### src/logic/ralc_pkg.sv
/*
 * Constants shared by the recording level control loop and its level
 * detector: register offsets, field positions, reset values and widths.
 * Assumes a 32-bit AHB-Lite register port and a 24-bit sample stream.
 */
// Contract
// - Each of the four channels has its own loop enable.
// - Measure the post-ADC signal level and steer gain toward it.
// - Above the maximum threshold, keep lowering gain until below it.
// - Below the minimum threshold, keep raising gain until above it.
// - Between the thresholds, leave the gain unchanged.
// - Two modes: digital-only, and hybrid chosen by the sync-mode bit.
// - Digital-only mode changes digital gain only, ignoring channel gain registers; the code drives analog gain from chAmp.
// - Loop digital gain stays between maximum attenuation and maximum gain.
// - Hybrid mode controls analog amplifier gain plus digital gain together.
// - Hybrid mode ignores and never writes amplifier and digital gain registers.
// - Loop analog gain stays between the analog minimum and maximum.
// - Attack lowers gain at attack rate; decay raises it at release rate.
// - After an attack, hold the gain for the hold time before decay.
// - Anti-clip near full scale forces fast attack; threshold is programmable.
// - Below the noise threshold the gain is never raised.
// - Software sets calibration bit before hybrid; hardware clears it when done.
package ralc_pkg;
	localparam int NCH    = 4;
	localparam int LVL_W  = 5;
	localparam int DIG_W  = 7;
	localparam int ANA_W  = 4;
	localparam int RATE_W = 4;
	localparam int HOLD_W = 8;
	localparam int ACS_W  = 3;
	localparam int SMP_W  = 24;
	localparam int CAL_W  = 6;

	localparam logic [7:0] OFF_CTRL_A = 8'h00;
	localparam logic [7:0] OFF_CTRL_B = 8'h04;
	localparam logic [7:0] OFF_CTRL_C = 8'h08;
	localparam logic [7:0] OFF_THR    = 8'h0C;
	localparam logic [7:0] OFF_LIM    = 8'h10;
	localparam logic [7:0] OFF_CHG    = 8'h14;
	localparam logic [7:0] OFF_STAT   = 8'h24;
	localparam logic [7:0] CH_SPAN    = 8'h0C;
	localparam int         WORD_SH    = 2;

	localparam int CA_EN    = 0;
	localparam int CA_SYNC  = 4;
	localparam int CA_ACLIP = 5;
	localparam int CA_CALIB = 6;
	localparam int CB_ATK   = 0;
	localparam int CB_REL   = 4;
	localparam int CC_HOLD  = 0;
	localparam int CC_ACS   = 8;
	localparam int TH_MIN   = 0;
	localparam int TH_MAX   = 8;
	localparam int TH_NOISE = 16;
	localparam int LM_DMIN  = 0;
	localparam int LM_DMAX  = 8;
	localparam int LM_AMIN  = 16;
	localparam int LM_AMAX  = 24;
	localparam int CG_DIG   = 0;
	localparam int CG_AMP   = 8;
	localparam int ST_DIG   = 0;
	localparam int ST_ANA   = 8;
	localparam int ST_PH    = 16;
	localparam int HT_ACT   = 1;

	localparam logic [DIG_W-1:0]  RST_DIG   = 7'h40;
	localparam logic [ANA_W-1:0]  RST_AMP   = 4'h6;
	localparam logic [DIG_W-1:0]  RST_DMIN  = 7'h00;
	localparam logic [DIG_W-1:0]  RST_DMAX  = 7'h7F;
	localparam logic [ANA_W-1:0]  RST_AMIN  = 4'h0;
	localparam logic [ANA_W-1:0]  RST_AMAX  = 4'hF;
	localparam logic [LVL_W-1:0]  RST_THMIN = 5'h0E;
	localparam logic [LVL_W-1:0]  RST_THMAX = 5'h12;
	localparam logic [LVL_W-1:0]  RST_NOISE = 5'h04;
	localparam logic [RATE_W-1:0] RST_ATK   = 4'h0;
	localparam logic [RATE_W-1:0] RST_REL   = 4'h8;
	localparam logic [HOLD_W-1:0] RST_HOLD  = 8'h10;
	localparam logic [ACS_W-1:0]  RST_ACS   = 3'h2;
	localparam logic [LVL_W-1:0]  LVL_TOP   = 5'h16;
	localparam logic [CAL_W-1:0]  CAL_LAST  = 6'h3F;
	localparam int                CAL_CYCLES = 64;

	typedef enum logic [1:0] {
		PH_STEADY,
		PH_ATTACK,
		PH_HOLD,
		PH_DECAY
	} ralc_phase_t;
endpackage : ralc_pkg

### src/logic/ralc_lvl_if.sv
/*
 * Carrier for measured levels from the detector to the gain loop.
 * Assumes both ends run on the same clock.
 */
`timescale 1ns/100ps
interface ralc_lvl_if;
	logic       lvlValid;
	logic [1:0] lvlChan;
	logic [4:0] lvlCode;
	modport src (output lvlValid, lvlChan, lvlCode);
	modport snk (input lvlValid, lvlChan, lvlCode);
endinterface : ralc_lvl_if

### src/logic/ralc_level_det.sv
/*
 * Level detector: turns each signed sample into a log2 magnitude code.
 * Assumes samples arrive from the ADC filter path on the same clock.
 */
`timescale 1ns/100ps
module ralc_level_det
	import ralc_pkg::*;
(
	input  wire logic             clk,      // System clock.
	input  wire logic             sys_rst,  // Asynchronous reset.
	input  wire logic             ce,       // Clock enable.
	input  wire logic             smpValid, // Sample strobe.
	input  wire logic [1:0]       smpChan,  // Sample channel.
	input  wire logic [SMP_W-1:0] smpData,  // Signed sample.
	ralc_lvl_if.src               lv        // Measured level out.
);
	typedef struct packed {
		logic             valid;
		logic [1:0]       chan;
		logic [LVL_W-1:0] code;
	} ralc_det_t;

	ralc_det_t        st_ff;
	ralc_det_t        nxt_st;
	logic [SMP_W-1:0] mag;

	// One's complement magnitude avoids the overflow of negating the most
	// negative sample; the one-LSB error is far below one 6 dB code step.
	always_comb begin
		nxt_st       = st_ff;
		mag          = smpData[SMP_W-1] ? ~smpData : smpData;
		nxt_st.valid = smpValid;
		if (smpValid) begin
			nxt_st.chan = smpChan;
			nxt_st.code = '0;
			for (int i = 0; i < SMP_W; i++) begin
				if (mag[i]) begin
					nxt_st.code = LVL_W'(i);
				end
			end
		end
	end

	always_ff @(posedge clk or posedge sys_rst) begin
		if (sys_rst) begin
			st_ff <= '0;
		end else if (ce) begin
			st_ff <= nxt_st;
		end
	end

	assign lv.lvlValid = st_ff.valid;
	assign lv.lvlChan  = st_ff.chan;
	assign lv.lvlCode  = st_ff.code;
endmodule : ralc_level_det

### src/logic/ralc_core.sv
/*
 * Recording level control loop for four channels with AHB-Lite registers.
 * Assumes one AHB-Lite master and samples on the same clock as the bus.
 */
`timescale 1ns/100ps
module ralc_core
	import ralc_pkg::*;
(
	input  wire logic                 clk,       // System clock, 40 MHz.
	input  wire logic                 sys_rst,   // Asynchronous reset.
	input  wire logic                 ce,        // Clock enable.
	input  wire logic                 hsel,      // Slave select.
	input  wire logic [31:0]          haddr,     // Byte address.
	input  wire logic [1:0]           htrans,    // Transfer type.
	input  wire logic                 hwrite,    // Write when high.
	input  wire logic [2:0]           hsize,     // Word only.
	input  wire logic [31:0]          hwdata,    // Write data.
	input  wire logic                 hready,    // Bus ready.
	output logic                      hreadyout, // Slave ready.
	output logic [31:0]               hrdata,    // Read data.
	output logic                      hresp,     // Always OKAY.
	input  wire logic                 smpValid,  // Sample strobe.
	input  wire logic [1:0]           smpChan,   // Sample channel.
	input  wire logic [SMP_W-1:0]     smpData,   // Signed sample.
	output logic [NCH*DIG_W-1:0]      digGain,   // Digital gain per chan.
	output logic [NCH*ANA_W-1:0]      anaGain,   // Mic amp gain per chan.
	output logic                      calibRun   // Offset calibration.
);
	typedef struct packed {
		logic [NCH-1:0]              en;
		logic                        sync;
		logic                        aclip;
		logic                        calib;
		logic [CAL_W-1:0]            calCnt;
		logic [RATE_W-1:0]           atk;
		logic [RATE_W-1:0]           rel;
		logic [HOLD_W-1:0]           hold;
		logic [ACS_W-1:0]            acStep;
		logic [LVL_W-1:0]            thrMin;
		logic [LVL_W-1:0]            thrMax;
		logic [LVL_W-1:0]            thrNoise;
		logic [DIG_W-1:0]            dMin;
		logic [DIG_W-1:0]            dMax;
		logic [ANA_W-1:0]            aMin;
		logic [ANA_W-1:0]            aMax;
		logic [NCH-1:0][DIG_W-1:0]   chDig;
		logic [NCH-1:0][ANA_W-1:0]   chAmp;
		logic [NCH-1:0][DIG_W-1:0]   loopDig;
		logic [NCH-1:0][ANA_W-1:0]   loopAna;
		ralc_phase_t [NCH-1:0]       phase;
		logic [NCH-1:0][HOLD_W-1:0]  holdCnt;
		logic [NCH-1:0][RATE_W-1:0]  rateCnt;
		logic [NCH-1:0][DIG_W-1:0]   digOut;
		logic [NCH-1:0][ANA_W-1:0]   anaOut;
		logic                        wrPend;
		logic                        rdPend;
		logic [7:0]                  busAddr;
		logic                        ready;
		logic                        resp;
		logic [31:0]                 rdata;
	} ralc_state_t;

	localparam ralc_state_t ST_RST = '{
		atk: RST_ATK, rel: RST_REL, hold: RST_HOLD, acStep: RST_ACS,
		thrMin: RST_THMIN, thrMax: RST_THMAX, thrNoise: RST_NOISE,
		dMin: RST_DMIN, dMax: RST_DMAX, aMin: RST_AMIN, aMax: RST_AMAX,
		chDig: {NCH{RST_DIG}}, chAmp: {NCH{RST_AMP}},
		loopDig: {NCH{RST_DIG}}, loopAna: {NCH{RST_AMP}},
		digOut: {NCH{RST_DIG}}, anaOut: {NCH{RST_AMP}},
		phase: '{NCH{PH_STEADY}}, ready: 1'b1, default: '0};

	ralc_state_t      st_ff;
	ralc_state_t      nxt_st;
	ralc_lvl_if       lv ();
	logic [1:0]       c;
	logic             over;
	logic             under;
	logic             gated;
	logic             clipNear;
	logic [31:0]      rd;

	ralc_level_det u_det (
		.clk      (clk),
		.sys_rst  (sys_rst),
		.ce       (ce),
		.smpValid (smpValid),
		.smpChan  (smpChan),
		.smpData  (smpData),
		.lv       (lv)
	);

	function automatic logic [DIG_W-1:0] limG(logic [DIG_W-1:0] v,
		logic [DIG_W-1:0] lo, logic [DIG_W-1:0] hi);
		if (v < lo) begin
			return lo;
		end
		if (v > hi) begin
			return hi;
		end
		return v;
	endfunction : limG

	function automatic logic chHit(logic [7:0] a, logic [7:0] base);
		return (a >= base) && (a <= base + CH_SPAN) && (a[1:0] == 2'h0);
	endfunction : chHit

	function automatic logic [1:0] chIdx(logic [7:0] a, logic [7:0] base);
		return 2'((a - base) >> WORD_SH);
	endfunction : chIdx

	always_comb begin
		nxt_st        = st_ff;
		nxt_st.ready  = 1'b1;
		nxt_st.resp   = 1'b0;
		nxt_st.wrPend = 1'b0;
		c        = lv.lvlChan;
		over     = lv.lvlCode > st_ff.thrMax;
		under    = lv.lvlCode < st_ff.thrMin;
		gated    = lv.lvlCode < st_ff.thrNoise;
		clipNear = st_ff.aclip && (lv.lvlCode >= LVL_TOP - st_ff.acStep);
		rd       = '0;

		if (st_ff.calib) begin
			if (st_ff.calCnt == CAL_LAST) begin
				nxt_st.calib = 1'b0;
			end else begin
				nxt_st.calCnt = st_ff.calCnt + 1'b1;
			end
		end

		// Gains are frozen while the offset calibration runs so that the
		// measured offset is not disturbed by a moving amplifier gain.
		if (lv.lvlValid && st_ff.en[c] && !st_ff.calib) begin
			if (over) begin
				nxt_st.phase[c]   = PH_ATTACK;
				nxt_st.holdCnt[c] = st_ff.hold;
				if (clipNear || st_ff.rateCnt[c] == '0) begin
					nxt_st.rateCnt[c] = st_ff.atk;
					if (st_ff.sync && st_ff.loopAna[c] > st_ff.aMin) begin
						nxt_st.loopAna[c] = st_ff.loopAna[c] - 1'b1;
					end else if (st_ff.loopDig[c] > st_ff.dMin) begin
						nxt_st.loopDig[c] = st_ff.loopDig[c] - 1'b1;
					end
				end else begin
					nxt_st.rateCnt[c] = st_ff.rateCnt[c] - 1'b1;
				end
			end else if (under && !gated) begin
				if (st_ff.holdCnt[c] != '0) begin
					nxt_st.phase[c]   = PH_HOLD;
					nxt_st.holdCnt[c] = st_ff.holdCnt[c] - 1'b1;
				end else if (st_ff.rateCnt[c] == '0) begin
					nxt_st.phase[c]   = PH_DECAY;
					nxt_st.rateCnt[c] = st_ff.rel;
					if (st_ff.sync && st_ff.loopAna[c] < st_ff.aMax) begin
						nxt_st.loopAna[c] = st_ff.loopAna[c] + 1'b1;
					end else if (st_ff.loopDig[c] < st_ff.dMax) begin
						nxt_st.loopDig[c] = st_ff.loopDig[c] + 1'b1;
					end
				end else begin
					nxt_st.phase[c]   = PH_DECAY;
					nxt_st.rateCnt[c] = st_ff.rateCnt[c] - 1'b1;
				end
			end else begin
				// In the window or under the noise gate: gain stays put.
				nxt_st.phase[c]   = PH_STEADY;
				nxt_st.rateCnt[c] = '0;
				if (st_ff.holdCnt[c] != '0) begin
					nxt_st.holdCnt[c] = st_ff.holdCnt[c] - 1'b1;
				end
			end
		end

		for (int i = 0; i < NCH; i++) begin
			if (!st_ff.en[i]) begin
				// Seeding from the programmed gains avoids a jump on enable.
				nxt_st.loopDig[i] = st_ff.chDig[i];
				nxt_st.loopAna[i] = st_ff.chAmp[i];
				nxt_st.phase[i]   = PH_STEADY;
				nxt_st.holdCnt[i] = '0;
				nxt_st.rateCnt[i] = '0;
			end
			nxt_st.digOut[i] = st_ff.en[i] ?
				limG(st_ff.loopDig[i], st_ff.dMin, st_ff.dMax) :
				st_ff.chDig[i];
			nxt_st.anaOut[i] = (st_ff.en[i] && st_ff.sync) ?
				ANA_W'(limG(DIG_W'(st_ff.loopAna[i]), DIG_W'(st_ff.aMin),
				DIG_W'(st_ff.aMax))) :
				st_ff.chAmp[i];
		end

		if (st_ff.wrPend) begin
			unique case (st_ff.busAddr)
				OFF_CTRL_A: begin
					nxt_st.en    = hwdata[CA_EN +: NCH];
					nxt_st.sync  = hwdata[CA_SYNC];
					nxt_st.aclip = hwdata[CA_ACLIP];
					if (hwdata[CA_CALIB]) begin
						nxt_st.calib  = 1'b1;
						nxt_st.calCnt = '0;
					end
				end
				OFF_CTRL_B: begin
					nxt_st.atk = hwdata[CB_ATK +: RATE_W];
					nxt_st.rel = hwdata[CB_REL +: RATE_W];
				end
				OFF_CTRL_C: begin
					nxt_st.hold   = hwdata[CC_HOLD +: HOLD_W];
					nxt_st.acStep = hwdata[CC_ACS +: ACS_W];
				end
				OFF_THR: begin
					nxt_st.thrMin   = hwdata[TH_MIN +: LVL_W];
					nxt_st.thrMax   = hwdata[TH_MAX +: LVL_W];
					nxt_st.thrNoise = hwdata[TH_NOISE +: LVL_W];
				end
				OFF_LIM: begin
					nxt_st.dMin = hwdata[LM_DMIN +: DIG_W];
					nxt_st.dMax = hwdata[LM_DMAX +: DIG_W];
					nxt_st.aMin = hwdata[LM_AMIN +: ANA_W];
					nxt_st.aMax = hwdata[LM_AMAX +: ANA_W];
				end
				default: begin
					if (chHit(st_ff.busAddr, OFF_CHG)) begin
						nxt_st.chDig[chIdx(st_ff.busAddr, OFF_CHG)] =
							hwdata[CG_DIG +: DIG_W];
						nxt_st.chAmp[chIdx(st_ff.busAddr, OFF_CHG)] =
							hwdata[CG_AMP +: ANA_W];
					end
				end
			endcase
		end

		// Reads take one wait state so a read right after a write sees it.
		if (st_ff.rdPend) begin
			unique case (st_ff.busAddr)
				OFF_CTRL_A: begin
					rd[CA_EN +: NCH] = st_ff.en;
					rd[CA_SYNC]      = st_ff.sync;
					rd[CA_ACLIP]     = st_ff.aclip;
					rd[CA_CALIB]     = st_ff.calib;
				end
				OFF_CTRL_B: begin
					rd[CB_ATK +: RATE_W] = st_ff.atk;
					rd[CB_REL +: RATE_W] = st_ff.rel;
				end
				OFF_CTRL_C: begin
					rd[CC_HOLD +: HOLD_W] = st_ff.hold;
					rd[CC_ACS +: ACS_W]   = st_ff.acStep;
				end
				OFF_THR: begin
					rd[TH_MIN +: LVL_W]   = st_ff.thrMin;
					rd[TH_MAX +: LVL_W]   = st_ff.thrMax;
					rd[TH_NOISE +: LVL_W] = st_ff.thrNoise;
				end
				OFF_LIM: begin
					rd[LM_DMIN +: DIG_W] = st_ff.dMin;
					rd[LM_DMAX +: DIG_W] = st_ff.dMax;
					rd[LM_AMIN +: ANA_W] = st_ff.aMin;
					rd[LM_AMAX +: ANA_W] = st_ff.aMax;
				end
				default: begin
					if (chHit(st_ff.busAddr, OFF_CHG)) begin
						rd[CG_DIG +: DIG_W] =
							st_ff.chDig[chIdx(st_ff.busAddr, OFF_CHG)];
						rd[CG_AMP +: ANA_W] =
							st_ff.chAmp[chIdx(st_ff.busAddr, OFF_CHG)];
					end else if (chHit(st_ff.busAddr, OFF_STAT)) begin
						rd[ST_DIG +: DIG_W] =
							st_ff.digOut[chIdx(st_ff.busAddr, OFF_STAT)];
						rd[ST_ANA +: ANA_W] =
							st_ff.anaOut[chIdx(st_ff.busAddr, OFF_STAT)];
						rd[ST_PH +: 2] =
							st_ff.phase[chIdx(st_ff.busAddr, OFF_STAT)];
					end
				end
			endcase
			nxt_st.rdata  = rd;
			nxt_st.rdPend = 1'b0;
		end

		if (hsel && htrans[HT_ACT] && hready) begin
			nxt_st.busAddr = haddr[7:0];
			if (hwrite) begin
				nxt_st.wrPend = 1'b1;
			end else begin
				nxt_st.rdPend = 1'b1;
				nxt_st.ready  = 1'b0;
			end
		end
	end

	always_ff @(posedge clk or posedge sys_rst) begin
		if (sys_rst) begin
			st_ff <= ST_RST;
		end else if (ce) begin
			st_ff <= nxt_st;
		end
	end

	assign hreadyout = st_ff.ready;
	assign hresp     = st_ff.resp;
	assign hrdata    = st_ff.rdata;
	assign digGain   = st_ff.digOut;
	assign anaGain   = st_ff.anaOut;
	assign calibRun  = st_ff.calib;

	localparam int CAL_BND = CAL_CYCLES + 2;
endmodule : ralc_core

### config.mk
export PLATFORM = sky130hd
export DESIGN_NAME = ralc_core
export DESIGN_NICKNAME = d
export VERILOG_FILES = /design/src/logic/ralc_pkg.sv /design/src/logic/ralc_lvl_if.sv /design/src/logic/ralc_level_det.sv /design/src/logic/ralc_core.sv
export SDC_FILE = /design/constraint.sdc
export NUM_CORES = 1
export LEC_CHECK = 0
export BUFFER_PORTS_ARGS = -buffer_cell sky130_fd_sc_hd__buf_2
export CORE_AREA = 2 2 230 232
export DETAILED_ROUTE_END_ITERATION = 8
export DIE_AREA = 0 0 232 234
export SLEW_MARGIN = 0
export SYNTH_ARGS = -nofsm -noshare
export SYNTH_HDL_FRONTEND = slang
export SYNTH_HIERARCHICAL = 1
export SYNTH_SLANG_ARGS = --single-unit
export TNS_END_PERCENT = 100
### constraint.sdc
create_clock -name clk -period 11.25 [get_ports clk]
set_input_delay 0.5625 -clock clk [delete_from_list [all_inputs] [get_ports clk]]
set_output_delay 0.5625 -clock clk [all_outputs]
set_load 0.02 [all_outputs]
# ---- Word level (Yosys, flattened, before mapping)
# Index checks and enable logic that the tools add are counted.
dict set report totals {
  inputBits 102
  out_inout_bits 79
  word_cells 423
  register_bits 300
}
dict set report classes {
  bitwise_logic 13
  n_reduce_logical 53
  eq_ne 53
  muxes 201
  n_lt_le_gt_ge 33
  addsub 10
}
# op count
set ops {}
lappend ops {{44-bit 2-to-1 mux} 6}
lappend ops {{7-bit 2-to-1 mux} 34}
lappend ops {{100-bit 2-to-1 mux} 2}
lappend ops {{4-bit 2-to-1 mux} 45}
lappend ops {{28-bit 2-to-1 mux} 4}
lappend ops {{107-bit 2-to-1 mux} 1}
lappend ops {{16-bit bitwise mux} 6}
lappend ops {{28-bit bitwise mux} 3}
lappend ops {{16-bit 2-to-1 mux} 5}
lappend ops {{32-bit bitwise mux} 2}
lappend ops {{8-bit 2-to-1 mux} 8}
lappend ops {{56-bit 2-to-1 mux} 1}
lappend ops {{3-bit by 1-bit != test with 1-bit output (second input constant)} 16}
lappend ops {{7-bit binary-select mux with 2-bit select} 3}
lappend ops {{5-bit 2-to-1 mux} 8}
lappend ops {{10-bit AND reduction} 4}
lappend ops {{3-bit by 2-bit != test with 1-bit output (second input constant)} 12}
lappend ops {{3-bit != test (second input constant)} 12}
lappend ops {{7-bit greater-than comparator} 5}
lappend ops {{7-bit < comparator} 5}
lappend ops {{4-bit binary-select mux with 2-bit select} 4}
lappend ops {{32-bit 2-to-1 mux} 1}
lappend ops {{8-bit AND reduction} 4}
lappend ops {{1-bit 2-to-1 mux} 30}
lappend ops {{other kinds (68)} 142}

# ---- Logic depth before layout (Yosys ltp)
dict set report logic_depth {
  word_depth 25
  mapped_depth 17
  mapped_depth_nobuf 10
}

# ---- Modules after synthesis
# Netlist, hierarchy kept.
# mod instances seq_area_each_um2 cells_per_inst area_per_inst_um2
set by_module_without_submodules {}
lappend by_module_without_submodules {ralc_core 1 7378.3 1974 19672.6}
lappend by_module_without_submodules {ralc_level_det 1 200.2 118 818.3}

# ---- Worst setup path after synthesis
# OpenSTA, ideal clock, no wires.
dict set report synth_path {
  path_type {reg2reg}
  start {register u_det.st_ff, in the netlist u_det/lv.lvlChan[0]}
  end {register st_ff[174] (netlist bit)}
  setup_time_ps 125
  n_path_buf 5
  t_required_ps 11125
  synth_period_minus_slack_ps 4202
  slack_ps 7048
  arrival_ps 4077
  stages_incl_launch_ff 15
  path_cell_list {dfrtp_1 -> buf_6 -> buf_6 -> buf_2 -> buf_1 -> mux4_2 -> clkbuf_1 -> ha_1 -> and3_1 -> a221o_1 -> a31oi_1 -> nor4_1 -> o221ai_2 -> a21oi_4 -> mux2_4}
}
dict set report synth_via {
  elab_chain_cells 13
  elab_cells_between_ends 50
  classes_between {add/sub (2); order compare (6); eq/ne (8); mux (25); reduce/logical (9)}
}
# element line
set synth_lines {}
lappend synth_lines {{from (decl)} ralc_level_det.sv:23} ;# ralc_det_t st_ff;
lappend synth_lines {{from (signal assigned)} ralc_level_det.sv:48} ;# st_ff <= nxt_st;
lappend synth_lines {{parallel branches: the longest is 13 deep, another holds 7-bit by 1-bit adder with 7-bit output} -}
lappend synth_lines {{to (signal assigned)} ralc_core.sv:295} ;# st_ff <= nxt_st;
lappend synth_lines {{to (decl)} ralc_core.sv:72} ;# ralc_state_t st_ff;
# Several ways; the timed one is not identified. The select of a mux whose other input is x is not followed.
# A chain may end at the register's enable or synchronous reset.

# ---- Final worst setup path
dict set report layout_path {
  start {register u_det.st_ff, in the netlist u_det/lv.lvlChan[1]}
  end {register st_ff[165] (netlist bit)}
}
# Same word-level chain as after synthesis.

==> results.md <==
* Post-CTS setup buffer count at 0
* Final Critical Period at 5.245 ns
* Mapped cell area at 20490 um2
* Initial antenna violation count at 1
* GRT Total Usage at 0.2607
* DIE HEIGHT at 234 um
* Iter 0 DRT Violations at ~2100
* FILL cells at 5033
* Final instance area at 22500 um2
* Vias per cell at around 6.2
* Gr ovfl total at 0
* Chip width at 232 um
* Final Slew Violations at 0
* EDFF count, synth at 0
* # port buffers at 134
* Row count at 84
* Critical Path End Type: flip-flop
* CTS root buffer: clkbuf_16
* Inserted Diodes at 0
* Peak supply drop at 0.09815 mV
* DP Area at 21250 um2
* Proportion of layout cells with a drive suffix above 1 at 0.2110
* Reg clk slew, reported paths at 0.06 ns
* Unique masters post-synth at 83
* Register area share after synthesis at 0.3698
* # hold bufs at CTS at 0
* CTS max path bufs at 3
* Crit path required time at 11.66 ns
* Remaining antenna violation count at 0
* Slew of the pin with the lowest slew margin at 1.179 ns
* Avg WL per Cell at 25.54 um
* RSZ-0062 raised after global routing: no
* Ys async rst share at 1.000
* Setup TNS at 0 ns
* Setup CP Type: flip-flop to flip-flop
* YS warnings at 6
* Hpwl dp at 50.70 mm
* Register bit count reported by yosys at 300
* Total Nets Final at about 2300
* Startpoint Class: flip-flop
* CTS Buf Count at 35
* Post-CTS resize count at 0
* Most frequent cell after synthesis: dfrtp_1
* WL final at 71.92 mm
* Die area at roughly 54000 um2
* Number of H-tree levels at 2
* Fmax at 190.6 MHz
* Via count at 17580
* Status: completed
* First-pass GRT wire length at 107.1 mm
* Starting Density at 0.3939
* DR pass1 iterations at 6
* Final instance count without filler cells at 2816
* Hold Crit Class: primary input to async pin
* CP arrival at 5.66 ns
* Reg area at 7582 um2
* Primary FF master, synth: dfrtp_1
* Fin crit share at 0.4663
* Clock Sinks at 300
* Design Power at 0.004035 W
* Fin Hold WS at 0.03295 ns
* Synth area leaders: dfrtp_1 (30%), ha_1 (8.1%), dfstp_2 (7.3%), mux4_2 (5.3%), nand2_1 (4.3%)
* Max-cap violations at 0
* Fin. Hold Viols at 0
* Placed cells at 2755
* Post-Syn Instances at 2092
* Core area at ~52000 um2
* Max transition margin at 0.2140
* Vias in the first global route at between 15000 and 20000
* Area grow syn2layout at 9.806%
* Top cell type by total area after synthesis: dfrtp_1
* Top-area cell type share of the netlist area at 0.2968
* Post-synth top cells: dfrtp_1 (243), nand2_1 (235), ha_1 (133)
* Gp weighted congestion at approximately 0.94
* Mean area per synthesized cell at 9.795 um2
* Later-pin clock latency in the skew report at between 0.5 and 0.6 ns
* Power per cell area at 179.3 nW/um2
* Final setup viols at 0
* Post-route DRC at 0
* Max FO, Critical Path at 34
* Multi-input gate area at ~11000 um2
* CTS tree: yes
* Leakage dissipation at 10.45 nW
* Largest net degree at the start of global routing at 165
* Num ports at 181
* Setup Skew at 0.01160 ns
-- worst max-delay path, cell delays in order (launching register included) --
cell and delay (ns):
dfrtp_1 0.32, buf_4 0.55, mux4_2 0.62, inv_1 0.07, ha_1 0.21, inv_1 0.15
nor3_2 0.77, o211ai_1 0.40, o22ai_1 0.50, a21oi_1 0.27, nor3_2 0.86, mux2_1 0.38
-- cells in the final DEF, fill, tap and decap left out, types with 22 or more instances in the layout --
master	Yosys	final
a21o_1	42	42
a21oi_1	46	45
a221oi_1	36	36
a22o_1	22	22
a31oi_1	41	41
buf_2	12	133
buf_4	77	24
clkbuf_16	0	37
dfrtp_1	243	240
dfstp_2	57	57
ha_1	133	133
inv_1	118	117
mux2_1	22	22
mux2_2	70	70
mux2i_1	74	74
mux4_2	48	48
nand2_1	235	235
nand3_1	52	52
nor2_1	120	120
nor2b_1	30	28
o21ai_0	124	124
o221ai_1	27	27
o22ai_1	52	52
-- per-layer routing --
metal / global-route usage / wire, um / part of all wire / vias up
li1: - / - / - / 7672
met1: 0.3594 / 30320 / 0.42 / 8808
met2: 0.4109 / 32390 / 0.45 / 921
met3: 0.04985 / 6605 / 0.092 / 181
met4: 0.08874 / 2603 / 0.036 / 0
met5: 0 / 0 / 0 / -
-- registers in the layout (all words and copies together) (netlist names) --
| name | count |
|---|---|
| anaGain | 16 |
| calibRun | 1 |
| digGain | 28 |
| hrdata | 24 |
| hreadyout | 1 |
| st_ff | 222 |
| u_det/lv.lvlChan | 2 |
| u_det/lv.lvlCode | 5 |
| u_det/lv.lvlValid | 1 |
-- path summary, 6_finish.rpt --
check | start | to | slack (ns) | depth (start not counted)
hold reg to reg | hrdata[26]$_DFFE_PP0P_ | hrdata[26]$_DFFE_PP0P_ | 0.47 | 2
setup / recovery | u_det/lv.lvlChan[1]$_DFFE_PP0P_ | st_ff[165]$_DFFE_PP0P_ | 6.00 | 11
setup reg to reg | u_det/lv.lvlChan[1]$_DFFE_PP0P_ | st_ff[165]$_DFFE_PP0P_ | 6.00 | 11
hold / removal | sys_rst | u_det/lv.lvlCode[1]$_DFFE_PP0P_ | 0.03 | 2
max in group asynchronous | sys_rst | digGain[7]$_DFFE_PP0P_ | 9.58 | 3
min in group clk | hwdata[27] | st_ff[235]$_DFFE_PP1P_ | 0.23 | 3
-- metrics by stage --
stage	setup WS, ns	util
after floorplan	2.719	-
after global placement	6.233	0.4084
after global routing	5.851	0.4325
final	6.005	0.4325
after CTS	6.131	0.4325
after detailed placement	6.143	0.4084
-- cell type report --
type	count	share of cell area
inverter	120	0.02035
timing repair buffer	158	0.03848
clock inverter	12	0.01068
tap	688	0.03826
clock buffer	49	0.04493
multi-input combinational	1489	0.5103
sequential	300	0.3370
-- where the power goes --
| group | total [W] | internal [W] | switching, W |
|---|---|---|---|
| Clock | 0.00126 | 0.000787 | 0.000478 |
| Combinational | 0.00131 | 0.000480 | 0.000828 |
| Sequential | 0.00146 | 0.00126 | 0.000202 |
-- kinds of logic (layout without fill, tap and decap cells) --
| logic type | Yosys count | after routing | synth area share |
|---|---|---|---|
| AO/OA/AOI/OAI | 544 | 544 | 0.1881 |
| XOR/XNOR | 22 | 22 | 0.009403 |
| adder cells (fa/ha/maj) | 133 | 133 | 0.08121 |
| buffers and inverters | 311 | 339 | 0.07291 |
| flip-flops | 300 | 300 | 0.3698 |
| multiplexers | 232 | 232 | 0.1527 |
| other | 1 | 9 | 0.0001830 |
| AND/OR/NAND/NOR | 549 | 549 | 0.1257 |
(Power assumes the default switching activity.)
